<file path="src/uart_tx_pkg.sv">
package uart_tx_pkg;

    // register byte addresses; the write-only buffer sits in the gap after frame mode
    localparam logic [3:0] ADDR_FRAME_MODE = 4'h0;
    localparam logic [3:0] ADDR_TX_BUFFER = 4'h1;
    localparam logic [3:0] ADDR_BAUD_DIV = 4'h4;
    localparam logic [3:0] ADDR_UNIT_CTRL = 4'h8;
    localparam logic [3:0] ADDR_STATUS = 4'hc;

    // frame mode register fields
    localparam int FM_LEN_LSB = 0;
    localparam int FM_PAR_EN = 2;
    localparam int FM_PAR_LSB = 3;
    localparam int FM_STOP2 = 5;
    localparam int FM_MSB_FIRST = 6;
    localparam int FM_NEG_LOGIC = 7;
    localparam int FM_CLK_SEL_LSB = 8;

    // parity kinds
    localparam logic [1:0] PAR_EVEN = 2'h0;
    localparam logic [1:0] PAR_ODD = 2'h1;
    localparam logic [1:0] PAR_ONE = 2'h2;
    localparam logic [1:0] PAR_ZERO = 2'h3;

    // baud divisor register fields
    localparam int BD_FRAC_LSB = 16;

    // unit control register fields
    localparam int UC_ENABLE = 0;
    localparam int UC_RX_MODE = 1;
    localparam int UC_IRQ_START_END = 2;
    localparam int UC_PIN_SERIAL = 3;

    // status register fields
    localparam int ST_FULL = 0;
    localparam int ST_BUSY = 1;
    localparam int ST_IRQ = 2;
    localparam logic [7:0] STATUS_CLEAR_ALL = 8'hff;

    // reset values
    localparam logic [31:0] FRAME_MODE_RST = 32'h0000_0003;
    localparam logic [31:0] BAUD_DIV_RST = 32'h0000_0000;
    localparam logic [31:0] UNIT_CTRL_RST = 32'h0000_0008;

    // frame layout
    localparam logic [3:0] MIN_DATA_BITS = 4'h5;

    typedef enum logic [2:0] {
        ST_IDLE = 3'b000,
        ST_START = 3'b001,
        ST_DATA = 3'b011,
        ST_PARITY = 3'b010,
        ST_STOP = 3'b110
    } tx_state_t;

endpackage

</file>
<file path="src/baud_if.sv">
`timescale 1ns/1ps
`default_nettype none
interface baud_if;
    logic run;
    logic [15:0] divisor;
    logic [2:0] fraction;
    logic base_tick;
    logic bit_tick;

    modport gen (
        input run,
        input divisor,
        input fraction,
        input base_tick,
        output bit_tick
    );
    modport user (
        output run,
        output divisor,
        output fraction,
        output base_tick,
        input bit_tick
    );
endinterface
`default_nettype wire

</file>
<file path="src/uart_tx_frame_baud_gen.sv">
`timescale 1ns/1ps
`default_nettype none
// Contract
// - start, data, optional parity, stop bits
// - data length five to eight bits
// - parity even, odd, one or zero
// - one or two stop bits
// - bit order and line polarity selectable
// - bit timing from selected base clock
// - bit period divisor plus one plus fraction/8
// - fraction field only holds zero to seven
// - receive mode with serial pin drives high
// - no transfer until channel enable set
// - buffer write sets full, generator starts next cycle
// - start bit clears full flag
// - interrupt at start from idle when mode selects it
// - full at stop end sends next, interrupts
// - empty at stop end stops, interrupts
// - clearing enable halts channel
// - writing ff to status clears the interrupt flag only
module uart_tx_frame_baud_gen
    import uart_tx_pkg::*;
(
    input wire logic clock_i,
    input wire logic rst_b_i,
    input wire logic [3:0] avs_address,
    input wire logic avs_read,
    input wire logic avs_write,
    input wire logic [31:0] avs_writedata,
    input wire logic [3:0] avs_byteenable,
    output logic [31:0] avs_readdata,
    output logic avs_waitrequest,
    output logic tx_data_pin_o,
    output logic tx_side_interrupt_o
);
    logic rst_meta_ff;
    logic rst_sync_ff;
    logic rst_n;

    always_ff @(posedge clock_i or negedge rst_b_i) begin
        if (!rst_b_i) begin
            rst_meta_ff <= 1'b0;
            rst_sync_ff <= 1'b0;
        end else begin
            rst_meta_ff <= 1'b1;
            rst_sync_ff <= rst_meta_ff;
        end
    end
    assign rst_n = rst_sync_ff;

    logic [31:0] frame_mode_ff;
    logic [31:0] baud_div_ff;
    logic [31:0] unit_ctrl_ff;
    logic [7:0] tx_buffer_high_ff;
    logic tx_buffer_full_ff;
    logic irq_ff;
    logic ack_ff;
    tx_state_t state_ff;
    logic [7:0] shift_ff;
    logic [3:0] bit_cnt_ff;
    logic parity_acc_ff;
    logic stop_cnt_ff;
    logic line_ff;
    logic run_ff;

    logic enable;
    logic access;
    logic wr_frame;
    logic wr_baud;
    logic wr_ctrl;
    logic wr_status;
    logic wr_buffer;
    logic [3:0] data_bits;
    logic frame_end;
    logic load_frame;

    baud_if bif ();

    base_clk_sel u_base (
        .clock_i(clock_i),
        .rst_b_i(rst_n),
        .sel_i(frame_mode_ff[FM_CLK_SEL_LSB +: 2]),
        .tick_o(bif.base_tick)
    );

    baud_gen u_baud (
        .clock_i(clock_i),
        .rst_b_i(rst_n),
        .bi(bif)
    );

    assign bif.divisor = baud_div_ff[15:0];
    assign bif.fraction = baud_div_ff[BD_FRAC_LSB +: 3];
    assign bif.run = run_ff;

    // bus: one wait cycle per access, answer on the second cycle
    assign access = (avs_read || avs_write) && !ack_ff;
    assign avs_waitrequest = access;
    assign enable = unit_ctrl_ff[UC_ENABLE];
    assign data_bits = MIN_DATA_BITS + {2'h0, frame_mode_ff[FM_LEN_LSB +: 2]};

    // the bus write takes effect on the edge waitrequest is low
    always_comb begin
        wr_frame = 1'b0;
        wr_baud = 1'b0;
        wr_ctrl = 1'b0;
        wr_status = 1'b0;
        wr_buffer = 1'b0;
        if (avs_write && ack_ff) begin
            if (avs_address == ADDR_FRAME_MODE) begin
                wr_frame = 1'b1;
            end else if (avs_address == ADDR_BAUD_DIV) begin
                wr_baud = 1'b1;
            end else if (avs_address == ADDR_UNIT_CTRL) begin
                wr_ctrl = 1'b1;
            end else if (avs_address == ADDR_STATUS) begin
                wr_status = 1'b1;
            end else if (avs_address == ADDR_TX_BUFFER) begin
                wr_buffer = avs_byteenable[0];
            end
        end
    end

    always_ff @(posedge clock_i or negedge rst_n) begin
        if (!rst_n) begin
            ack_ff <= 1'b0;
        end else begin
            ack_ff <= access;
        end
    end

    function automatic logic [31:0] merge(input logic [31:0] old, input logic [31:0] wd,
                                          input logic [3:0] be);
        logic [31:0] res;
        res = old;
        for (int i = 0; i < 4; i++) begin
            if (be[i]) begin
                res[i*8 +: 8] = wd[i*8 +: 8];
            end
        end
        return res;
    endfunction

    always_ff @(posedge clock_i or negedge rst_n) begin
        if (!rst_n) begin
            frame_mode_ff <= FRAME_MODE_RST;
            baud_div_ff <= BAUD_DIV_RST;
            unit_ctrl_ff <= UNIT_CTRL_RST;
        end else begin
            if (wr_frame) begin
                frame_mode_ff <= merge(frame_mode_ff, avs_writedata, avs_byteenable) &
                                 32'h0000_03ff;
            end
            if (wr_baud) begin
                baud_div_ff <= merge(baud_div_ff, avs_writedata, avs_byteenable) &
                               32'h0007_ffff;
            end
            if (wr_ctrl) begin
                unit_ctrl_ff <= merge(unit_ctrl_ff, avs_writedata, avs_byteenable) &
                                32'h0000_000f;
            end
        end
    end

    always_ff @(posedge clock_i or negedge rst_n) begin
        if (!rst_n) begin
            avs_readdata <= 32'h0000_0000;
        end else if (access && avs_read) begin
            if (avs_address == ADDR_FRAME_MODE) begin
                avs_readdata <= frame_mode_ff;
            end else if (avs_address == ADDR_BAUD_DIV) begin
                avs_readdata <= baud_div_ff;
            end else if (avs_address == ADDR_UNIT_CTRL) begin
                avs_readdata <= unit_ctrl_ff;
            end else if (avs_address == ADDR_STATUS) begin
                avs_readdata <= {29'h0, irq_ff, (state_ff != ST_IDLE), tx_buffer_full_ff};
            end else begin
                avs_readdata <= 32'h0000_0000;
            end
        end
    end

    // frame engine: bit_tick marks a transfer clock falling edge
    assign frame_end = bif.bit_tick && (state_ff == ST_STOP) &&
                       (stop_cnt_ff == frame_mode_ff[FM_STOP2]);
    assign load_frame = bif.bit_tick && tx_buffer_full_ff &&
                        ((state_ff == ST_IDLE) || frame_end);

    always_ff @(posedge clock_i or negedge rst_n) begin
        if (!rst_n) begin
            tx_buffer_high_ff <= 8'h00;
            tx_buffer_full_ff <= 1'b0;
        end else if (!enable) begin
            tx_buffer_full_ff <= 1'b0;
        end else if (wr_buffer) begin
            tx_buffer_high_ff <= avs_writedata[7:0];
            tx_buffer_full_ff <= 1'b1;
        end else if (load_frame) begin
            tx_buffer_full_ff <= 1'b0;
        end
    end

    // generator starts the cycle after the write
    always_ff @(posedge clock_i or negedge rst_n) begin
        if (!rst_n) begin
            run_ff <= 1'b0;
        end else if (!enable) begin
            run_ff <= 1'b0;
        end else if (tx_buffer_full_ff) begin
            run_ff <= 1'b1;
        end else if (state_ff == ST_IDLE) begin
            run_ff <= 1'b0;
        end
    end

    always_ff @(posedge clock_i or negedge rst_n) begin
        if (!rst_n) begin
            state_ff <= ST_IDLE;
            shift_ff <= 8'h00;
            bit_cnt_ff <= 4'h0;
            parity_acc_ff <= 1'b0;
            stop_cnt_ff <= 1'b0;
            line_ff <= 1'b1;
        end else if (!enable) begin
            state_ff <= ST_IDLE;
            line_ff <= 1'b1;
        end else if (load_frame) begin
            state_ff <= ST_START;
            line_ff <= 1'b0;
            shift_ff <= tx_buffer_high_ff;
            bit_cnt_ff <= 4'h0;
            parity_acc_ff <= 1'b0;
        end else if (bif.bit_tick) begin
            case (state_ff)
                ST_IDLE: begin
                    line_ff <= 1'b1;
                end
                ST_START, ST_DATA: begin
                    if (state_ff == ST_DATA && bit_cnt_ff == data_bits) begin
                        stop_cnt_ff <= 1'b0;
                        if (frame_mode_ff[FM_PAR_EN]) begin
                            state_ff <= ST_PARITY;
                            case (frame_mode_ff[FM_PAR_LSB +: 2])
                                PAR_EVEN: line_ff <= parity_acc_ff;
                                PAR_ODD: line_ff <= ~parity_acc_ff;
                                PAR_ONE: line_ff <= 1'b1;
                                default: line_ff <= 1'b0;
                            endcase
                        end else begin
                            state_ff <= ST_STOP;
                            line_ff <= 1'b1;
                        end
                    end else begin
                        state_ff <= ST_DATA;
                        if (frame_mode_ff[FM_MSB_FIRST]) begin
                            line_ff <= shift_ff[data_bits[2:0] - 3'h1 - bit_cnt_ff[2:0]];
                            parity_acc_ff <= parity_acc_ff ^
                                shift_ff[data_bits[2:0] - 3'h1 - bit_cnt_ff[2:0]];
                        end else begin
                            line_ff <= shift_ff[bit_cnt_ff[2:0]];
                            parity_acc_ff <= parity_acc_ff ^ shift_ff[bit_cnt_ff[2:0]];
                        end
                        bit_cnt_ff <= bit_cnt_ff + 4'h1;
                    end
                end
                ST_PARITY: begin
                    state_ff <= ST_STOP;
                    line_ff <= 1'b1;
                end
                default: begin
                    if (frame_end) begin
                        state_ff <= ST_IDLE;
                    end else begin
                        stop_cnt_ff <= 1'b1;
                    end
                end
            endcase
        end
    end

    // one-cycle pulse at a frame start from idle (start/end mode) or at each frame end
    always_ff @(posedge clock_i or negedge rst_n) begin
        if (!rst_n) begin
            tx_side_interrupt_o <= 1'b0;
        end else begin
            tx_side_interrupt_o <= enable &&
                ((load_frame && unit_ctrl_ff[UC_IRQ_START_END] && state_ff == ST_IDLE) ||
                 frame_end);
        end
    end

    // sticky copy readable in status; set wins over the clear
    always_ff @(posedge clock_i or negedge rst_n) begin
        if (!rst_n) begin
            irq_ff <= 1'b0;
        end else if (tx_side_interrupt_o) begin
            irq_ff <= 1'b1;
        end else if (wr_status && avs_writedata[7:0] == STATUS_CLEAR_ALL) begin
            irq_ff <= 1'b0;
        end
    end

    // polarity applies to every frame level, including the idle line; the receive-mode high is not inverted
    always_ff @(posedge clock_i or negedge rst_n) begin
        if (!rst_n) begin
            tx_data_pin_o <= 1'b1;
        end else if (unit_ctrl_ff[UC_RX_MODE] && unit_ctrl_ff[UC_PIN_SERIAL]) begin
            tx_data_pin_o <= 1'b1;
        end else begin
            tx_data_pin_o <= line_ff ^ frame_mode_ff[FM_NEG_LOGIC];
        end
    end
endmodule
`default_nettype wire

</file>
<file path="src/baud_gen.sv">
`timescale 1ns/1ps
`default_nettype none
module baud_gen (
    input wire logic clock_i,
    input wire logic rst_b_i,
    baud_if.gen bi
);
    logic [15:0] cnt_ff;
    logic [2:0] phase_ff;
    logic extra_ff;
    logic [2:0] nxt_phase;

    // lengthens "fraction" of every eight bit periods by one base cycle
    assign nxt_phase = phase_ff + 3'h1;

    always_ff @(posedge clock_i or negedge rst_b_i) begin
        if (!rst_b_i) begin
            cnt_ff <= 16'h0000;
            phase_ff <= 3'h0;
            extra_ff <= 1'b0;
            bi.bit_tick <= 1'b0;
        end else if (!bi.run) begin
            cnt_ff <= 16'h0000;
            phase_ff <= 3'h0;
            extra_ff <= 1'b0;
            bi.bit_tick <= 1'b0;
        end else begin
            bi.bit_tick <= 1'b0;
            if (bi.base_tick) begin
                if (cnt_ff < bi.divisor) begin
                    cnt_ff <= cnt_ff + 16'h0001;
                end else if (!extra_ff && (phase_ff < bi.fraction)) begin
                    extra_ff <= 1'b1;
                end else begin
                    cnt_ff <= 16'h0000;
                    extra_ff <= 1'b0;
                    phase_ff <= nxt_phase;
                    bi.bit_tick <= 1'b1;
                end
            end
        end
    end
endmodule
`default_nettype wire

</file>
<file path="src/base_clk_sel.sv">
`timescale 1ns/1ps
`default_nettype none
module base_clk_sel (
    input wire logic clock_i,
    input wire logic rst_b_i,
    input wire logic [1:0] sel_i,
    output logic tick_o
);
    // base clock is the system clock divided by 1, 2, 4 or 8, as an enable
    logic [2:0] div_ff;

    always_ff @(posedge clock_i or negedge rst_b_i) begin
        if (!rst_b_i) begin
            div_ff <= 3'h0;
        end else begin
            div_ff <= div_ff + 3'h1;
        end
    end

    always_comb begin
        case (sel_i)
            2'h0: tick_o = 1'b1;
            2'h1: tick_o = (div_ff[0] == 1'b1);
            2'h2: tick_o = (div_ff[1:0] == 2'h3);
            default: tick_o = (div_ff == 3'h7);
        endcase
    end
endmodule
`default_nettype wire

</file>
<file path="config.mk">
export PLATFORM = sky130hd
export DESIGN_NAME = uart_tx_frame_baud_gen
export DESIGN_NICKNAME = d
export VERILOG_FILES = /design/src/uart_tx_pkg.sv /design/src/baud_if.sv /design/src/uart_tx_frame_baud_gen.sv /design/src/baud_gen.sv /design/src/base_clk_sel.sv
export SDC_FILE = /design/constraint.sdc
export NUM_CORES = 1
export LEC_CHECK = 0
export BUFFER_PORTS_ARGS = -buffer_cell sky130_fd_sc_hd__buf_2
export CAP_MARGIN = 30
export CORE_ASPECT_RATIO = 1.75
export CORE_MARGIN = 4
export CORE_UTILIZATION = 52
export CTS_CLUSTER_SIZE = 20
export DETAILED_ROUTE_END_ITERATION = 6
export GPL_TIMING_DRIVEN = 0
export PLACE_DENSITY = 0.72
export SLEW_MARGIN = 10
export SYNTH_ARGS = -nofsm -noshare
export SYNTH_HDL_FRONTEND = slang
export SYNTH_SLANG_ARGS = --single-unit
</file>
<file path="constraint.sdc">
create_clock -name clock_i -period 4.6 [get_ports clock_i]
set_input_delay 0.23 -clock clock_i [delete_from_list [all_inputs] [get_ports clock_i]]
set_output_delay 0.23 -clock clock_i [all_outputs]
set_load 0.01 [all_outputs]
</file>
* Word-level counts from Yosys, hierarchy flattened
Cells that the tools add are included.
** Operators by class
- $add $sub $neg :: 7
- Magnitude comparators :: 4
- Equality and inequality tests :: 30
- Muxes and demuxes :: 81
- Bitwise operators :: 6
- Reduce and logical (&&, ||, !) cells :: 44
** Operator list (number)
- 2-to-1 mux 16 bit :: 4
- 2-to-1 mux 1 bit :: 52
- 2-to-1 mux 19 bit :: 2
- 2-to-1 mux 3 bit :: 11
- AND reduction 2 bit :: 11
- 2-to-1 mux 4 bit :: 5
- adder 16 x 1 -> 16 bit (second input constant) :: 1
- < comparator 16 bit :: 1
- logical AND 1 bit :: 14
- inequality test 3 x 1 -> 1 bit (second input constant) :: 3
- case mux 3 bit (3 select lines) :: 1
- equality test 4 bit (second input constant) :: 2
- equality test 8 bit (second input constant) :: 1
- < comparator 3 x 4 -> 1 bit (second input constant) :: 2
- inequality test 2 bit (second input constant) :: 4
- adder 3 x 1 -> 3 bit (second input constant) :: 2
- binary-select mux 1 bit (select 3 bit) :: 2
- equality test 2 bit (second input constant) :: 3
- equality test 3 x 2 -> 1 bit (second input constant) :: 2
- equality test 3 bit (second input constant) :: 2
- case mux 1 bit (3 select lines) :: 2
- AND reduction 3 bit :: 2
- AND reduction 6 bit :: 1
- nonzero test 2 bit :: 3
- 27 further kinds :: 39
** Storage, ports and cells
- Register bits after elaboration :: 123
- Input port bits :: 44
- Output and inout bits :: 35
- Word-level logic and storage cells :: 199

* Longest topological paths before layout
- Depth after elaboration :: 11
- Gate-level depth with buffers :: 9
- Mapped depth without buffers :: 8

* By module
A second synthesis with hierarchy kept.
** Unflattened totals
- Cell total of the unflattened synthesis :: 540
- Area, all modules :: 5809.3 um^2
** Modules (own cells, without submodules)
- uart_tx_frame_baud_gen :: times used 1, cells each 334, area each 4026.4 um^2, sequential area each 2158.3 um^2
- baud_gen :: times used 1, cells each 197, area each 1651.6 um^2, sequential area each 525.5 um^2
- base_clk_sel :: times used 1, cells each 9, area each 131.4 um^2, sequential area each 75.1 um^2

* Worst setup path after synthesis
Ideal clock, no wire load.
- Path kind :: register -> register
- From :: register frame_mode_ff[0]
- To :: register line_ff
- Library setup time :: 77 ps
- Arrival time :: 2287 ps
- Required time :: 4523 ps
- Slack :: 2237 ps
- Cell stages (with the launch flop) :: 8
- Path buffers :: 0
- Period minus slack after synthesis :: 2363 ps
- Cells stage by stage :: dfstp_2 ha_1 fa_1 mux4_2 mux2_2 a21oi_1 a21oi_1 a21o_1
** Between the ends
- Word-level cells in the longest chain between the ends :: 11
- Elaborated cells on any way between the ends :: 13
- Those cells by class :: add/sub: 3; eq/ne: 1; mux: 8; reduce/logical: 1
** Ends and longest elaborated chain
- start, declared :: line uart_tx_frame_baud_gen.sv:51 : logic [31:0] frame_mode_ff;
- start signal, assigned :: line uart_tx_frame_baud_gen.sv:151 : frame_mode_ff <= merge(frame_mode_ff, avs_writedata, avs_byteenable) &
- adder 3 x 2 -> 4 bit (*) :: line uart_tx_frame_baud_gen.sv:100 : assign data_bits = MIN_DATA_BITS + {2'h0, frame_mode_ff[FM_LEN_LSB +: 2]};
- subtractor 3 x 1 -> 3 bit :: line uart_tx_frame_baud_gen.sv:256 : line_ff <= shift_ff[data_bits[2:0] - 3'h1 - bit_cnt_ff[2:0]];
- subtractor 3 bit :: line uart_tx_frame_baud_gen.sv:256
- binary-select mux 1 bit (select 3 bit) :: line uart_tx_frame_baud_gen.sv:256
- 2-to-1 mux 1 bit (not written as such) :: line uart_tx_frame_baud_gen.sv:256
- 2-to-1 mux 1 bit :: line uart_tx_frame_baud_gen.sv:255 : if (frame_mode_ff[FM_MSB_FIRST]) begin
- 2-to-1 mux 1 bit (*) :: line uart_tx_frame_baud_gen.sv:239 : if (state_ff == ST_DATA && bit_cnt_ff == data_bits) begin
- case mux 1 bit (2 select lines) (*) :: line uart_tx_frame_baud_gen.sv:234 : case (state_ff)
- 2-to-1 mux 1 bit (*) :: line uart_tx_frame_baud_gen.sv:233 : end else if (bif.bit_tick) begin
- 2-to-1 mux 1 bit (*) :: line uart_tx_frame_baud_gen.sv:227 : end else if (load_frame) begin
- 2-to-1 mux 1 bit (*) :: line uart_tx_frame_baud_gen.sv:224 : end else if (!enable) begin
- end signal, assigned :: line uart_tx_frame_baud_gen.sv:244 : PAR_EVEN: line_ff <= parity_acc_ff;
- end signal, assigned :: line uart_tx_frame_baud_gen.sv:245 : PAR_ODD: line_ff <= ~parity_acc_ff;
- end signal, assigned :: line uart_tx_frame_baud_gen.sv:256
- end, declared :: line uart_tx_frame_baud_gen.sv:63 : logic line_ff;
Mark *: on every way between the ends. The rest lies on a longest branch, timed or not. The select of a mux whose other input is x is not followed.
A chain may end at the register's enable or synchronous reset.

* Worst setup path in the final report
Ends and elaborated chain as after synthesis.

==> impl_metrics.env <==
export IMPL_drv_cap=0
export IMPL_nNetsFinal=711
export IMPL_fillers=901
export IMPL_startpoint="frame_mode_ff[0]$_DFFE_PN1P_"
export IMPL_setup_viol=0
export IMPL_start_kind="flip-flop"
export IMPL_wl_um=14100
export IMPL_fmax_ghz=0.361
export IMPL_multi_input_area_mm2=0.00270
export IMPL_final_util_pct=61.0
export IMPL_numCtsBuffers=9
export IMPL_outcome="completed"
export IMPL_grt_util_all_layers_pct=23.4
export IMPL_critical_path_required_ns=4.89
export IMPL_hold_ws_ns=0.0892
export IMPL_wl_per_cell_um=18.2
export IMPL_hp_class="primary input to flip-flop"
export IMPL_grt_pass1_vias=4701
export IMPL_area_delta_synth_final_pct=14.5
export IMPL_core_area_mm2=0.0107
export IMPL_final_cells=776
export IMPL_timing_slew_headroom_pct=52.3
export IMPL_numPortBuffers=50
export IMPL_finalCritPeriodShare_pct=60.2
export IMPL_crit_path_max_fanout=3
export IMPL_drt_pass1_iter_count=4
export IMPL_initial_core_util_pct=53.2
export IMPL_clock_path_buffers=2
export IMPL_seq_area_mm2=0.00276
export IMPL_clk_latency_ns=0.35
export IMPL_antenna_cells=0
export IMPL_grt_max_degree=57
export IMPL_drc=0
export IMPL_layout_drive_gt1_share_pct=19.7
export IMPL_drt_initial_drc_count=240
export IMPL_ant_nets=0
export IMPL_critPathKind="flip-flop to flip-flop"
export IMPL_cts_tree="done"
export IMPL_gp_congestion=0.903
export IMPL_arrival_ns=3.05
export IMPL_cts_root_buf="clkbuf_16"
export IMPL_slew_viol_final=0
export IMPL_ys_warn_count=0
export IMPL_synth_cell_types=58
export IMPL_power_leakage_uw=0.00309
export IMPL_grt_pass1_wl_um=23100
export IMPL_worstMarginPinSlew_ns=0.716
export IMPL_setup_tns_final_ns=0
export IMPL_synth_flop_cell="dfrtp_1"
export IMPL_synth_seq_cells=110
export IMPL_rsz0062_at_grt="false"
export IMPL_syn_inst=566
export IMPL_place_detailed_hpwl_um=11000
export IMPL_die_area_mm2=0.0128
export IMPL_dp_cells=759
export IMPL_p_per_area_mw_per_mm2=342
export IMPL_finalCriticalPeriod_ns=2.77
export IMPL_total_power_uw=2230
export IMPL_viasPerCell=5.76
export IMPL_ios=79
export IMPL_fp_dieH_um=146
export IMPL_hold_viol_final=0
export IMPL_timing_rr_start="frame_mode_ff[0]$_DFFE_PN1P_"
export IMPL_antenna_found_initial=0
export IMPL_dr_total_vias=4468
export IMPL_yosysSeqAreaShare_pct=48.4
export IMPL_end_kind="flip-flop"
export IMPL_h_tree_depth=3
export IMPL_path_clk_slew_ns=0.08
export IMPL_overflow=0
export IMPL_die_w_um=87.1
export IMPL_syn_avg_cell_area_um2=10.1
export IMPL_synth_edf_count=0
export IMPL_cts_sinks=110
export IMPL_peakVddDrop_uv=236
export IMPL_async_reset_ff_share_pct=100
export IMPL_min_from="avs_writedata[15]"
export IMPL_netlist_area_mm2=0.00570
export IMPL_skew_ns=0.0104
export IMPL_cts_repair_resized=0
export IMPL_placementRows=50
per-stage QoR:
step	setup WS (ns)	area [um^2]
after floorplan	1.32	5740
after global routing	1.67	6520
after CTS	1.87	6520
after global placement	0.225	6150
final	1.83	6520
after detailed placement	1.89	6180
sequential cells by signal, summed over array words and instances, names as in the netlist, 3 cells and up:
register and cells:
avs_readdata 19, baud_div_ff 19, bit_cnt_ff 4, frame_mode_ff 10
shift_ff 8, state_ff 3, tx_buffer_high_ff 8, u_base.div_ff 3
u_baud.cnt_ff 16, u_baud.phase_ff 3, unit_ctrl_ff 4
cell type report:
| type | count | area share (%) |
|---|---|---|
| Clock inverter | 7 | 1.57 |
| Timing Repair Buffer | 52 | 4.41 |
| Clock buffer | 9 | 3.45 |
| Tap cell | 130 | 2.49 |
| Multi-Input combinational cell | 408 | 41.4 |
| Buffer | 34 | 2.86 |
| Sequential cell | 110 | 42.4 |
| Inverter | 26 | 1.50 |
synthesized netlist by cell type, drive strengths merged (11+ instances only):
cell type | instances | area [um^2]
dfrtp | 105 | 2630
nand2 | 90 | 338
o21ai | 54 | 270
inv | 26 | 97.6
mux2 | 26 | 293
ha | 25 | 313
a21oi | 23 | 119
nor2 | 20 | 75.1
clkbuf | 18 | 67.6
buf | 16 | 119
nand3 | 14 | 70.1
a22oi | 11 | 82.6
layer usage:
| layer | part of all wire [%] | GRT usage, % | vias up |
|---|---|---|---|
| met2 | 55 | 42.1 | 136 |
| met1 | 35 | 24.7 | 2147 |
| met5 | 0 | 0 | - |
| met3 | 4.4 | 3.95 | 53 |
| li1 | - | - | 2132 |
| met4 | 5.6 | 13.9 | 0 |
layout by cell type (no fill, tap or decap), types with 4 or more instances in the layout:
cell type and count:
clkbuf_1 18, ha_1 25, nand2b_1 9, inv_1 26, nand4_1 10, or4_1 4, and2_1 4, nand3_1 14
a21oi_1 22, a21o_1 7, xnor2_1 4, nor2b_1 6, nand2_1 90, o31ai_1 10, dfrtp_1 104, a22o_1 4
nor3_1 7, o21a_1 5, mux2i_1 5, mux2_2 26, nor2_1 20, or3_1 8, mux4_2 4, o21ai_0 53
conb_1 14, a21boi_0 7, dfstp_2 5, a22oi_1 11, clkbuf_16 9, buf_4 13, buf_2 52
path summary, 6_finish.rpt:
| path | to | slack, ns | cells after the start |
|---|---|---|---|
| max | line_ff$_DFFE_PN1P_ | 1.83 | 8 |
| min in group asynchronous | rst_n$_DFF_PN0_ | 0.19 | 2 |
| max in group asynchronous | tx_data_pin_o$_DFF_PN1_ | 3.43 | 1 |
| max reg2reg | line_ff$_DFFE_PN1P_ | 1.83 | 8 |
| min | baud_div_ff[15]$_DFFE_PN0P_ | 0.09 | 3 |
| min reg2reg | rst_n$_DFF_PN0_ | 0.36 | 0 |
cell families after synthesis:
kind of cell / count (synthesis) / share of synthesized area (%)
mux: 35 / 7.60
flops: 110 / 48.4
simple gates: 189 / 16.2
compound gates: 137 / 15.7
buf+inv: 60 / 4.99
xor+xnor: 7 / 1.08
other cells: 2 / 0.132
fa+ha+maj: 26 / 5.84
what timing repair did:
item	in CTS	in global routing
setup buffers	0	0
hold buffers	1	0
hold endpoints to repair	2	0
power by group:
group / internal, uW / switching (uW) / total [uW]
clock: 487 / 373 / 860
combinational: 110 / 165 / 275
sequential: 1040 / 56.4 / 1090
critical path, stage by stage, from the launching register on:
cell	delay, ns
dfstp_2	0.57
inv_1	0.08
ha_1	0.23
fa_1	0.56
mux4_2	0.31
mux2_2	0.27
a21oi_1	0.34
a21oi_1	0.13
a21o_1	0.20
Note: power is estimated with default switching activity, not from simulation.
